--- config.mk ---
export PLATFORM = sky130hd
export DESIGN_NAME = pio_port
export DESIGN_NICKNAME = d
export VERILOG_FILES = /design/src/pkg/pio_pkg.sv /design/src/logic/pio_port.sv
export VERILOG_INCLUDE_DIRS = /design/src /design/src/pkg
export SDC_FILE = /design/constraint.sdc
export NUM_CORES = 1
export LEC_CHECK = 0
export ABC_AREA = 1
export BUFFER_PORTS_ARGS = -buffer_cell sky130_fd_sc_hd__buf_4
export CELL_PAD_IN_SITES_DETAIL_PLACEMENT = 1
export CELL_PAD_IN_SITES_GLOBAL_PLACEMENT = 1
export CORE_ASPECT_RATIO = 0.9
export CORE_UTILIZATION = 39
export DETAILED_ROUTE_END_ITERATION = 6
export PLACE_DENSITY_LB_ADDON = 0.08
export SLEW_MARGIN = 20
export SYNTH_ARGS = -nofsm -noshare
export SYNTH_HDL_FRONTEND = slang
export SYNTH_SLANG_ARGS = --single-unit
--- constraint.sdc ---
create_clock -name i_clk -period 1.7 [get_ports i_clk]
set_input_delay 0.085 -clock i_clk [delete_from_list [all_inputs] [get_ports i_clk]]
set_output_delay 0.085 -clock i_clk [all_outputs]
set_load 0.005 [all_outputs]
--- src/pkg/pio_defs.svh ---
`ifndef PIO_DEFS_SVH
`define PIO_DEFS_SVH

// ****************************************
// Port widths
// ****************************************
`define PIO_PORT_W 8
`define PIO_HALF_W 4

// ****************************************
// Handshake line positions on the third port
// ****************************************
`define PIO_C_INTR_B 0
`define PIO_C_FLAG_B 1
`define PIO_C_STB_B 2
`define PIO_C_INTR_A 3
`define PIO_C_STB_A 4
`define PIO_C_IBF_A 5
`define PIO_C_ACK_A 6
`define PIO_C_OBF_A 7

// Bits taken by each group of handshake lines
`define PIO_CLAIM_B 8'h07
`define PIO_CLAIM_A_ANY 8'h08
`define PIO_CLAIM_A_IN 8'h30
`define PIO_CLAIM_A_OUT 8'hc0
// Handshake bits that are inputs from the peripheral
`define PIO_HS_INPUTS 8'h54

// ****************************************
// Reset values
// ****************************************
`define PIO_RST_DATA 8'h00
`define PIO_RST_OE_N 8'hff
`define PIO_RST_STROBE 1'b1

`endif

--- src/pkg/pio_pkg.sv ---
package pio_pkg;

   // Gray codes along latched in -> strobed in -> strobed out -> latched out
   typedef enum logic [2:0] {
      PIO_A_LAT_IN = 3'h0,
      PIO_A_STB_IN = 3'h1,
      PIO_A_STB_OUT = 3'h3,
      PIO_A_LAT_OUT = 3'h2,
      PIO_A_BIDIR = 3'h6
   } pio_mode_a_t;

   typedef enum logic [1:0] {
      PIO_B_LAT_IN = 2'h0,
      PIO_B_STB_IN = 2'h1,
      PIO_B_STB_OUT = 2'h3,
      PIO_B_LAT_OUT = 2'h2
   } pio_mode_b_t;

   typedef enum logic [1:0] {
      PIO_SEL_A = 2'h0,
      PIO_SEL_B = 2'h1,
      PIO_SEL_C = 2'h2
   } pio_sel_t;

   typedef struct packed {
      pio_mode_a_t mode_a;
      pio_mode_b_t mode_b;
      logic pc_hi_out;
      logic pc_lo_out;
      logic inte_a_in;
      logic inte_a_out;
      logic inte_b;
   } pio_cfg_t;

   typedef struct packed {
      logic wr;
      logic rd;
      pio_sel_t sel;
      logic [7:0] data;
   } pio_req_t;

   typedef struct packed {
      logic valid;
      logic [7:0] data;
   } pio_rsp_t;

endpackage
--- src/logic/pio_port.sv ---
`timescale 1ns/10ps
`include "pio_defs.svh"

// Notes on behaviour
// - Two 8-line ports, third split in halves
// - Any mix of input, output, bidirectional
// - Mode limits: A five, B four, C two
// - Strobed modes take third-port handshake lines
// - Bidirectional only on A, takes handshake lines
// - Strobed modes flag input full, output full
module pio_port
   import pio_pkg::*;
(
   input wire logic i_clk,
   input wire logic i_srst,
   input wire logic i_ce,
   input wire pio_cfg_t i_cfg,
   input wire pio_req_t i_req,
   output pio_rsp_t o_rsp,
   input wire logic [7:0] i_pa_in,
   output logic [7:0] o_pa_out,
   output logic [7:0] o_pa_oe_n,
   input wire logic [7:0] i_pb_in,
   output logic [7:0] o_pb_out,
   output logic [7:0] o_pb_oe_n,
   input wire logic [7:0] i_pc_in,
   output logic [7:0] o_pc_out,
   output logic [7:0] o_pc_oe_n,
   output logic o_irq_a,
   output logic o_irq_b
);

   // ****************************************
   // State
   // ****************************************
   logic [7:0] out_a, out_b, pc_latch, in_a, in_b;
   logic ibf_a, obf_a, intr_in_a, intr_out_a;
   logic ibf_b, obf_b, intr_b;
   logic stb_a_q, ack_a_q, stb_b_q;

   // ****************************************
   // Mode decode
   // ****************************************
   wire a_sin = i_cfg.mode_a == PIO_A_STB_IN;
   wire a_sout = i_cfg.mode_a == PIO_A_STB_OUT;
   wire a_bi = i_cfg.mode_a == PIO_A_BIDIR;
   wire a_lout = i_cfg.mode_a == PIO_A_LAT_OUT;
   wire a_in_hs = a_sin | a_bi;
   wire a_out_hs = a_sout | a_bi;
   wire a_hs = a_in_hs | a_out_hs;
   wire b_sin = i_cfg.mode_b == PIO_B_STB_IN;
   wire b_sout = i_cfg.mode_b == PIO_B_STB_OUT;
   wire b_hs = b_sin | b_sout;
   wire b_out = b_sout | (i_cfg.mode_b == PIO_B_LAT_OUT);

   // ****************************************
   // Handshake edges from the third port
   // ****************************************
   wire stb_a = i_pc_in[`PIO_C_STB_A];
   wire ack_a = i_pc_in[`PIO_C_ACK_A];
   wire stb_b = i_pc_in[`PIO_C_STB_B];
   wire stb_a_fall = stb_a_q & ~stb_a;
   wire stb_a_rise = ~stb_a_q & stb_a;
   wire ack_a_fall = ack_a_q & ~ack_a;
   wire ack_a_rise = ~ack_a_q & ack_a;
   wire stb_b_fall = stb_b_q & ~stb_b;
   wire stb_b_rise = ~stb_b_q & stb_b;

   // ****************************************
   // Processor requests
   // ****************************************
   wire wr_a = i_req.wr & (i_req.sel == PIO_SEL_A);
   wire wr_b = i_req.wr & (i_req.sel == PIO_SEL_B);
   wire wr_c = i_req.wr & (i_req.sel == PIO_SEL_C);
   wire rd_a = i_req.rd & (i_req.sel == PIO_SEL_A);
   wire rd_b = i_req.rd & (i_req.sel == PIO_SEL_B);

   // ****************************************
   // Buffer flags; a set in the same cycle as a clear wins
   // ****************************************
   wire next_ibf_a = a_in_hs & (stb_a_fall | (ibf_a & ~rd_a));
   wire next_intr_in_a = a_in_hs & i_cfg.inte_a_in &
      ((stb_a_rise & ibf_a) | (intr_in_a & ~rd_a));
   wire next_obf_a = a_out_hs & (wr_a | (obf_a & ~ack_a_fall));
   wire next_intr_out_a = a_out_hs & i_cfg.inte_a_out &
      ((ack_a_rise & ~obf_a) | (intr_out_a & ~wr_a));
   wire next_irq_a = next_intr_in_a | next_intr_out_a;

   // Port B shares one strobe/acknowledge line between its two strobed modes
   wire next_ibf_b = b_sin & (stb_b_fall | (ibf_b & ~rd_b));
   wire next_obf_b = b_sout & (wr_b | (obf_b & ~stb_b_fall));
   wire next_intr_b = b_hs & i_cfg.inte_b &
      ((b_sin & stb_b_rise & ibf_b) | (b_sout & stb_b_rise & ~obf_b) |
       (intr_b & ~(b_sin ? rd_b : wr_b)));

   // ****************************************
   // Input latches
   // ****************************************
   wire load_a = a_in_hs ? ~stb_a : 1'b1;
   wire load_b = b_sin ? ~stb_b : 1'b1;
   wire [7:0] next_in_a = load_a ? i_pa_in : in_a;
   wire [7:0] next_in_b = load_b ? i_pb_in : in_b;

   // ****************************************
   // Third-port handshake overlay
   // ****************************************
   wire [7:0] claim = (b_hs ? `PIO_CLAIM_B : 8'h00) |
      (a_hs ? `PIO_CLAIM_A_ANY : 8'h00) |
      (a_in_hs ? `PIO_CLAIM_A_IN : 8'h00) |
      (a_out_hs ? `PIO_CLAIM_A_OUT : 8'h00);
   wire [7:0] hs_val;
   assign hs_val[`PIO_C_INTR_B] = next_intr_b;
   assign hs_val[`PIO_C_FLAG_B] = b_sin ? next_ibf_b : ~next_obf_b;
   assign hs_val[`PIO_C_STB_B] = 1'b1;
   assign hs_val[`PIO_C_INTR_A] = next_irq_a;
   assign hs_val[`PIO_C_STB_A] = 1'b1;
   assign hs_val[`PIO_C_IBF_A] = next_ibf_a;
   assign hs_val[`PIO_C_ACK_A] = 1'b1;
   assign hs_val[`PIO_C_OBF_A] = ~next_obf_a;
   wire [7:0] hs_oe_n = `PIO_HS_INPUTS;

   // Writes only reach third-port bits that no handshake holds
   wire [7:0] next_pc_latch = wr_c ? ((i_req.data & ~claim) | (pc_latch & claim)) : pc_latch;
   wire [7:0] next_pc_out;
   wire [7:0] next_pc_oe_n;
   wire [7:0] pc_view;

   genvar gi;
   generate
      for (gi = 0; gi < `PIO_PORT_W; gi = gi + 1) begin : g_pc
         wire half_out = (gi < `PIO_HALF_W) ? i_cfg.pc_lo_out : i_cfg.pc_hi_out;
         assign next_pc_out[gi] = claim[gi] ? hs_val[gi] : next_pc_latch[gi];
         assign next_pc_oe_n[gi] = claim[gi] ? hs_oe_n[gi] : ~half_out;
         assign pc_view[gi] = o_pc_oe_n[gi] ? i_pc_in[gi] : o_pc_out[gi];
      end
   endgenerate

   // ****************************************
   // Data port drive and read-back
   // ****************************************
   wire [7:0] next_out_a = wr_a ? i_req.data : out_a;
   wire [7:0] next_out_b = wr_b ? i_req.data : out_b;
   // Bidirectional port drives only while the peripheral acknowledges
   wire a_drive = a_lout | a_sout | (a_bi & ~ack_a);
   wire [7:0] next_pa_oe_n = a_drive ? 8'h00 : 8'hff;
   wire [7:0] next_pb_oe_n = b_out ? 8'h00 : 8'hff;
   wire [7:0] rd_val = (i_req.sel == PIO_SEL_A) ? ((a_lout | a_sout) ? out_a : in_a) :
      (i_req.sel == PIO_SEL_B) ? (b_out ? out_b : in_b) :
      (i_req.sel == PIO_SEL_C) ? pc_view : 8'h00;

   // ****************************************
   // Registers
   // ****************************************
   // Port data latches
   always_ff @(posedge i_clk) begin
      if (i_srst) begin
         out_a <= `PIO_RST_DATA;
         out_b <= `PIO_RST_DATA;
         pc_latch <= `PIO_RST_DATA;
         in_a <= `PIO_RST_DATA;
         in_b <= `PIO_RST_DATA;
      end else if (i_ce) begin
         out_a <= next_out_a;
         out_b <= next_out_b;
         pc_latch <= next_pc_latch;
         in_a <= next_in_a;
         in_b <= next_in_b;
      end
   end

   // Buffer and interrupt flags
   always_ff @(posedge i_clk) begin
      if (i_srst) begin
         {ibf_a, obf_a, intr_in_a, intr_out_a} <= 4'h0;
         {ibf_b, obf_b, intr_b} <= 3'h0;
      end else if (i_ce) begin
         {ibf_a, obf_a, intr_in_a, intr_out_a} <= {next_ibf_a, next_obf_a, next_intr_in_a, next_intr_out_a};
         {ibf_b, obf_b, intr_b} <= {next_ibf_b, next_obf_b, next_intr_b};
      end
   end

   // History starts at the idle high level so leaving reset makes no false edge
   always_ff @(posedge i_clk) begin
      if (i_srst) begin
         {stb_a_q, ack_a_q, stb_b_q} <= {3{`PIO_RST_STROBE}};
      end else if (i_ce) begin
         {stb_a_q, ack_a_q, stb_b_q} <= {stb_a, ack_a, stb_b};
      end
   end

   // Pin drive
   always_ff @(posedge i_clk) begin
      if (i_srst) begin
         o_pa_out <= `PIO_RST_DATA;
         o_pa_oe_n <= `PIO_RST_OE_N;
         o_pb_out <= `PIO_RST_DATA;
         o_pb_oe_n <= `PIO_RST_OE_N;
         o_pc_out <= `PIO_RST_DATA;
         o_pc_oe_n <= `PIO_RST_OE_N;
      end else if (i_ce) begin
         o_pa_out <= next_out_a;
         o_pa_oe_n <= next_pa_oe_n;
         o_pb_out <= next_out_b;
         o_pb_oe_n <= next_pb_oe_n;
         o_pc_out <= next_pc_out;
         o_pc_oe_n <= next_pc_oe_n;
      end
   end

   // Interrupt requests and read answer
   always_ff @(posedge i_clk) begin
      if (i_srst) begin
         o_irq_a <= 1'b0;
         o_irq_b <= 1'b0;
         o_rsp <= '0;
      end else if (i_ce) begin
         o_irq_a <= next_irq_a;
         o_irq_b <= next_intr_b;
         o_rsp.valid <= i_req.rd;
         o_rsp.data <= i_req.rd ? rd_val : 8'h00;
      end
   end

endmodule

==> impl_metrics.toml, run 1 <==
[finish]
fin_nets = 677
n_antenna_cell = 0
fin_area_mm2 = 0.00477
drive_gt1_share_pct = 24.4
fin_util_pct = 51.6
final_cell_mix = "116 x buf_4, 100 x nand2_1, 77 x dfxtp_1"
final_cells = 754
synthToLayoutAreaGrowth_pct = 26.9
final_common_cell = "buf_4"

[power]
peakVddDrop_mv = 0.374
power_frac_seq_pct = 48.2
p_leak_nw = 2.16
pwr_density_cell_mw_per_mm2 = 856
cell_internal_pwr_mw = 2.94
sw_frac_of_total_pct = 28.0
p_switching_mw = 1.14
clkPwrFrac_pct = 35.0
combPwrFrac_pct = 16.8

[setup_path]
critical_path_class = "flip-flop to flip-flop"
crit_path_end_kind = "flip-flop"
path_max_fanout = 4
start_kind = "flip-flop"
crit_required_ns = 1.97
worst_ep_arrival_time_ns = 1.53

[detailed_routing]
first_iter_violations = 148
routedWlPerCell_um = 16.5
drc_errors = 0
antenna_left = 0
drt_pre_antenna_iters = 4
via_per_inst = 5.14
vias = 3877
routed_wirelength_um = 12400

[grt]
top_usage_layer = "met2"
grt_pass1_wl_um = 19600
use_met2_pct = 44.9
grtUsageMet3_pct = 4.92
grt_max_degree = 31
antenna_found_initial = 0
grt.met1_usage_pct = 32.6
grt_overflow = 0
grt.total_usage_pct = 25.5
grt_pass1_vias = 3820

[synthesis]
ys_seq_area_share_pct = 41.0
synth-seq-cells = 77
synth_nets = 586
mappedNetlistArea_mm2 = 0.00376
syn-instance-count = 537
yosys-top-cells-area = "dfxtp_1 41%, nand2_1 10%, a21oi_1 9.9%"
yosys_warnings = 0
yosys.area.top_type = "dfxtp_1"
synth.avg_cell_area_um2 = 7.00
synth_cell_type_count = 32
yosysTopAreaCellShare_pct = 41.0

[placed_design]
hpwlAfterDp_um = 9560
gp_congestion = 0.825
dp.cells = 737
place_ws_ns = 0.286
place_area_mm2 = 0.00455
io_buffers = 107

[timing]
tightest_slew_ns = 0.528
setup_slack_ns = 0.431
min_period_over_period_pct = 74.6
final_hold_viol_count = 0
rsz0062_at_grt = "false"
skew_ns = 0.0135
max_freq_mhz = 788
finalSetupViolCount = 0
final_max_slew_viol_count = 0
maxSlewHeadroom_pct = 64.7
final.setup.tns_ns = 0
finalCriticalPeriod_ns = 1.27

[clock_network]
cts_made_buffers = 9
clkLatencyLatePin_ns = 0.35
clock-sinks = 77
cts_root_buf = "clkbuf_8"
htreeDepth = 3
cts_tree = "built"
cts.path.max_buffers = 2
cts.clk_slew.worst_paths_ns = 0.09
postCtsResizedCells = 0

[floorplan]
rows = 33
die_w_um = 105
ioPinCount = 108
initial_core_util_pct = 40.6
die_area_mm2 = 0.0100
core-area_mm2 = 0.00925
die_y_um = 95.1

[outcome]
status = "finished, final reports clean"

[job]
maxCapViolCount = 0

[hold_path]
hold_class = "primary input to flip-flop"
sequential cells by signal, summed over array words and instances (netlist names), 7 cells and up:
signal	cells
o_rsp	9
in_a	8
in_b	8
o_pc_out	8
out_a	8
out_b	8
pc_latch	8
o_pc_oe_n	7
layer usage:
layer	vias up	share of wire, %
met5	-	0
met4	0	1.1
met3	8	4.8
met2	101	48
met1	1847	46
li1	1921	-
final timing paths:
kind | from | to | slack, ns | depth (start not counted)
setup / recovery | o_pc_oe_n[2] | o_rsp[2] | 0.43 | 6
hold / removal | i_pa_in[2] | in_a[2] | 0.02 | 3
setup reg to reg | o_pc_oe_n[2] | o_rsp[2] | 0.43 | 6
hold reg to reg | in_a[4] | in_a[4] | 0.45 | 2
logic make-up (layout without fill, tap and decap cells):
family | count (synthesis) | in the layout | synth area share, %
AND/OR/NAND/NOR | 183 | 183 | 21.4
AO/OA/AOI/OAI | 163 | 163 | 23.9
flip-flops | 77 | 77 | 41.0
buffers and inverters | 114 | 209 | 13.7
power groups by stage:
stage,Clock (mW),Combinational (mW),Sequential (mW)
2_1_floorplan,0,0.377,1.99
3_3_place_gp,0,0.659,2.01
3_5_place_dp,0,0.680,2.01
4_1_cts,1.46,0.688,1.97
5_1_grt,1.53,0.762,1.98
6_report,1.43,0.685,1.97
metrics by stage:
step	hold WS [ns]	total power, mW
6_report	0.0249	4.08
5_1_grt	0.0113	4.27
4_1_cts	0.0122	4.11
3_5_place_dp	0.345	2.69
3_3_place_gp	0.329	2.67
2_1_floorplan	0.211	2.37
cell usage after synthesis, drive strengths merged:
library cell,count
nand2,104
a21oi,77
dfxtp,77
inv,76
o21ai,69
nand3,43
nor2,30
buf,23
clkbuf,15
o211ai,10
nand4,3
or2,3
a22oi,2
o221ai,2
a211oi,1
o21bai,1
o22ai,1
cell type report:
type                            count  area, um^2
Multi-Input combinational cell    346        1700
Timing Repair Buffer              118         891
Clock buffer                       11         151
Sequential cell                    77        1540
Clock inverter                      4        47.5
Inverter                           76         285
Fill cell                        1244        4480
Tap cell                          122         153
worst max-delay path, cell delays in order, from the launching register on:
cell,delay [ns]
dfxtp_1,0.44
nor2_1,0.08
nor2_1,0.12
a21oi_1,0.10
nor2_1,0.20
o21ai_1,0.11
a21oi_1,0.14
repair_timing:
action                                 CTS  global route
hold buffers                             2             0
endpoints found under the hold margin    2             0
setup buffers                            0             0
Note: power is estimated with default switching activity, not from simulation.
==> inputs of run 2 (changes only) <==
--- a/config.mk
+++ b/config.mk
@@ -11,7 +11,7 @@
 export CELL_PAD_IN_SITES_DETAIL_PLACEMENT = 1
 export CELL_PAD_IN_SITES_GLOBAL_PLACEMENT = 1
 export CORE_ASPECT_RATIO = 0.9
-export CORE_UTILIZATION = 39
+export CORE_UTILIZATION = 36
 export DETAILED_ROUTE_END_ITERATION = 6
 export PLACE_DENSITY_LB_ADDON = 0.08
 export SLEW_MARGIN = 20
==> constraint.sdc (replaced) <==
create_clock -name i_clk -period 1.27 [get_ports i_clk]
set_input_delay 0.0635 -clock i_clk [delete_from_list [all_inputs] [get_ports i_clk]]
set_output_delay 0.0635 -clock i_clk [all_outputs]
set_load 0.005 [all_outputs]
==> run 2 against run 1 <==
Against the previous run: wire length rose by 6.0%; count of clock-buffer cells in the layout fell by 1; final area rose by 5.8%; die area rose by 8.2%; first-iteration DRC count fell by 2.0%; critical path depth fell by 1; clock power rose by 92%; largest power group is now the clock network; sequential cell count did not move; combinational power rose by 42%.
==> impl_metrics.toml, run 2 (synthesized netlist as in run 1, its figures left out) <==
[timing]
min_period_over_period_pct = 93.8
finalSetupViolCount = 0
rsz0062_at_grt = "false"
final_hold_viol_count = 0
finalCriticalPeriod_ns = 1.19
tightest_slew_ns = 0.370
skew_ns = 0.00563
final_max_slew_viol_count = 0
holdWs_ns = 0.0123
max_freq_mhz = 839
setup_slack_ns = 0.0781
maxSlewHeadroom_pct = 75.2

[detailed_routing]
vias = 3929
drc_errors = 0
via_per_inst = 5.04
drt_pre_antenna_iters = 4
routedWlPerCell_um = 16.9
routed_wirelength_um = 13200
antenna_left = 0
first_iter_violations = 145

[placed_design]
gp_congestion = 0.852
place_ws_ns = -0.112
io_buffers = 107
hpwlAfterDp_um = 9990
place_area_mm2 = 0.00469

[floorplan]
core-area_mm2 = 0.0102
die_w_um = 110
initial_core_util_pct = 36.8
rows = 35
die_area_mm2 = 0.0109
die_y_um = 98.9
ioPinCount = 108

[setup_path]
crit_path_end_kind = "flip-flop"
cp_slowest_stage_delay_ns = 0.36
start_kind = "flip-flop"
crit_required_ns = 1.49
r2r_start = "o_pc_oe_n[1]"
crit_chain = "inv_1 > o211ai_1 > nand3_1 > nand3_1 > a21oi_1"
worst_ep_arrival_time_ns = 1.41
rrSetupSlack_ns = 0.08
ff2ff_path_depth = 5
r2r-end = "o_rsp[1]"
cpMaxStageDelayCell = "dfxtp_2"
path_max_fanout = 4
worst_path_most_repeated_cell = "nand3_1"
critical_path_class = "flip-flop to flip-flop"

[power]
power_frac_seq_pct = 41.5
combPwrFrac_pct = 15.3
p_leak_nw = 2.31
p_switching_mw = 1.64
peakVddDrop_mv = 0.763
clkPwrFrac_pct = 43.2
cell_internal_pwr_mw = 4.73
pwr_density_cell_mw_per_mm2 = 1260
sw_frac_of_total_pct = 25.7

[clock_network]
clock-sinks = 77
cts_made_buffers = 9
cts.clk_slew.worst_paths_ns = 0.06
htreeDepth = 3
clkLatencyLatePin_ns = 0.34
cts_tree = "built"
cts_root_buf = "clkbuf_16"
cts_setup_buffers = 0
cts.path.max_buffers = 2

[finish]
n_antenna_cell = 0
fin_area_mm2 = 0.00505
fill_cells = 1303
synthToLayoutAreaGrowth_pct = 34.3
final_cell_mix = "131 x buf_4, 100 x nand2_1, 76 x dfxtp_1"
largest_reg_flops = 9
final_common_cell = "buf_4"
fin_util_pct = 49.5
largest-register = "o_rsp"
drive_gt1_share_pct = 26.3
fin_nets = 695

[grt]
grt_pass1_wl_um = 20700
grt_pass1_vias = 3919
antenna_found_initial = 0
grt_overflow = 0
grt_max_degree = 44
grt.total_usage_pct = 25.6

[hold_path]
hold_class = "primary input to flip-flop"
worstHoldStart = "i_pb_in[3]"
holdPathStages = 3
min_to = "in_b[3]"

[job]
maxCapViolCount = 0

[outcome]
status = "finished, final reports clean"
## run 2: per-stage QoR
| stage | power [mW] | instances | TNS, ns |
|---|---|---|---|
| final | 6.36 | 779 | 0 |
| after global placement | 3.62 | 760 | -0.0167 |
| after global routing | 6.62 | 779 | 0 |
| after CTS | 6.41 | 779 | 0 |
| after floorplan | 3.17 | 537 | 0 |
| after detailed placement | 3.65 | 760 | -0.345 |
## run 2: timing repair
action | CTS | global route
pin swaps | 0 | 1
hold buffers | 4 | 0
endpoints found under the setup margin | 1 | 1
resized for setup | 1 | 1
hold endpoints to repair | 4 | 0
## run 2: how the worst max path moves through the flow
stage / from / to / slack, ns / cells after the start
finish: o_pc_oe_n[1] / o_rsp[1] / 0.08 / 5
global route: o_pc_oe_n[1] / o_rsp[1] / 0.007 / 5
CTS: o_pc_oe_n[1] / o_rsp[1] / 0.06 / 5
detailed placement: i_req[8] / o_pc_out[7] / -0.11 / 10
global placement: i_req[8] / o_pc_out[7] / -0.02 / 10
floorplan: i_cfg[6] / in_b[5] / 0.24 / 7
## run 2: per-layer routing
metal	track usage, %	part of all wire, %
met5	0	0
met4	10.3	2.6
met3	4.89	3.0
met2	41.5	46
met1	33.3	48
## run 2: area by class of cell
cell class / instances / area [um^2] / share of cell area (%)
multi-input cells: 346 / 1700 / 33.7
inverters: 76 / 285 / 5.65
repair buffers: 136 / 1040 / 20.7
well taps: 129 / 161 / 3.20
clock inverters: 5 / 75.1 / 1.49
flip-flops and latches: 77 / 1540 / 30.6
clock buffers: 10 / 239 / 4.73
## run 2: critical path: cells and delay by family (launching register included)
kind | cells | cell delay [ns]
AO/OA/AOI/OAI | 2 | 0.37
buffers and inverters | 1 | 0.09
flip-flops | 1 | 0.36
AND/OR/NAND/NOR | 2 | 0.24
## run 2: power by group through the flow
stage	clock network [mW]	logic, mW	registers [mW]
after global placement	0	0.931	2.69
after CTS	2.79	0.976	2.64
after detailed placement	0	0.955	2.69
final	2.75	0.971	2.64
after floorplan	0	0.505	2.67
after global routing	2.89	1.07	2.66
==> inputs of run 3 (changes only) <==
==> constraint.sdc (replaced) <==
create_clock -name i_clk -period 1.27 [get_ports i_clk]
set_input_delay 0.254 -clock i_clk [delete_from_list [all_inputs] [get_ports i_clk]]
set_output_delay 0.254 -clock i_clk [all_outputs]
set_load 0.005 [all_outputs]
==> run 3 against run 2 <==
Against the previous run: combinational power grew 6%; sequential power about the same; clock skew increased by 0.0034 ns; power increased by 2.8%; largest power group unchanged.
==> impl_metrics.toml, run 3 (synthesized netlist as in run 1, its figures left out) <==
[finish]
largest-register = "o_rsp"
final_cells = 792
final_cell_mix = "144 x buf_4, 100 x nand2_1, 74 x a21oi_1, 74 x dfxtp_1, 72 x inv_1"
fin_area_mm2 = 0.00519
n_antenna_cell = 0
drive_gt1_share_pct = 28.8
synthToLayoutAreaGrowth_pct = 38.1
fin_util_pct = 50.9
final_common_cell = "buf_4"
largest_reg_flops = 9
fin_nets = 707

[placed_design]
io_buffers = 107
place_area_mm2 = 0.00485
dp.cells = 776
gp_congestion = 0.843
place_ws_ns = -0.277
hpwlAfterDp_um = 10200

[floorplan]
ioPinCount = 108
die_area_mm2 = 0.0109
die_y_um = 98.9
core-area_mm2 = 0.0102
rows = 35
die_w_um = 110
initial_core_util_pct = 36.8

[power]
p_leak_nw = 2.38
finalPower_mw = 6.55
peakVddDrop_mv = 0.885
pwr_density_cell_mw_per_mm2 = 1260

[detailed_routing]
drc_errors = 0
vias = 4049
drt_pre_antenna_iters = 4
routedWlPerCell_um = 16.6
first_iter_violations = 280
via_per_inst = 5.11
antenna_left = 0
routed_wirelength_um = 13100

[grt]
grt.total_usage_pct = 25.3
grt_pass1_vias = 3984
grt_overflow = 0
grt_pass1_wl_um = 20900
grt_max_degree = 44
antenna_found_initial = 0

[setup_path]
start_kind = "flip-flop"
crit_chain = "buf_4 > buf_4"
worst_ep_arrival_time_ns = 0.94
path_max_fanout = 2
cpMaxStageDelayCell = "dfxtp_1"
worst_path_most_repeated_cell = "buf_4"
critical_path_class = "flip-flop to output port"
crit_path_end_kind = "output port"
cp_slowest_stage_delay_ns = 0.37
crit_required_ns = 1.02

[clock_network]
cts_root_buf = "clkbuf_16"
postCtsHoldBufs = 0
htreeDepth = 3
cts_tree = "built"
cts.clk_slew.worst_paths_ns = 0.07
clkLatencyLatePin_ns = 0.34
cts_made_buffers = 9
clock-sinks = 77
cts.path.max_buffers = 2

[timing]
finalCriticalPeriod_ns = 1.20
final_hold_viol_count = 0
finalSetupViolCount = 0
final.setup.tns_ns = 0
final_max_slew_viol_count = 0
holdWs_ns = 0.166
setup_slack_ns = 0.0725
rsz0062_at_grt = "false"
maxSlewHeadroom_pct = 78.5
skew_ns = 0.00898
min_period_over_period_pct = 94.3
tightest_slew_ns = 0.321
max_freq_mhz = 835

[hold_path]
hold_class = "primary input to flip-flop"

[job]
maxCapViolCount = 0

[outcome]
status = "finished, final reports clean"
-- run 3: changes by cell type in the layout (fill, tap and decap cells not counted), sizes merged --
cell         before  now
clkinvlp          0    1
buf             132  148
inv              76   78
dlygate4sd3       4    0
clkinv            3    1
-- run 3: area by class of cell --
class	count	area, um^2
Sequential cell	77	1550
Tap cell	129	161
Inverter	76	285
Clock buffer	10	239
Fill cell	1342	5010
Timing Repair Buffer	148	1160
Multi-Input combinational cell	346	1700
Clock inverter	6	93.8
-- run 3: final timing paths --
path,slack (ns),cells past startpoint,start,endpoint
worst max-delay path,0.07,2,o_pc_out[7],o_pc_out[7]
worst min-delay path,0.17,3,i_pc_in[2],stb_b_q
worst max register to register,0.08,7,o_pc_oe_n[1],o_rsp[0]
worst min register to register,0.45,2,in_a[4],in_a[4]
-- run 3: metal layers --
| metal | track usage, % | vias to the layer above | part of all wire, % |
|---|---|---|---|
| met1 | 34.8 | 1951 | 46 |
| met2 | 40.6 | 95 | 48 |
| met4 | 5.64 | 0 | 1.1 |
| met3 | 5.03 | 13 | 4.8 |
| li1 | - | 1990 | - |
| met5 | 0 | - | 0 |
-- run 3: worst max-delay path: cells and delay by family (launching register included) --
kind                   cells  cell delay [ns]
buffers and inverters      2             0.24
flip-flops                 1             0.37
-- run 3: report_power, final --
part | internal [mW] | switching [mW]
Clock | 1.79 | 1.09
Combinational | 0.474 | 0.551
Sequential | 2.55 | 0.0931
Total | 4.81 | 1.73
-- run 3: what timing repair did --
action,4_1_cts,5_1_grt
setup endpoints to repair,0,21
resized for setup,0,7
setup buffers,0,0
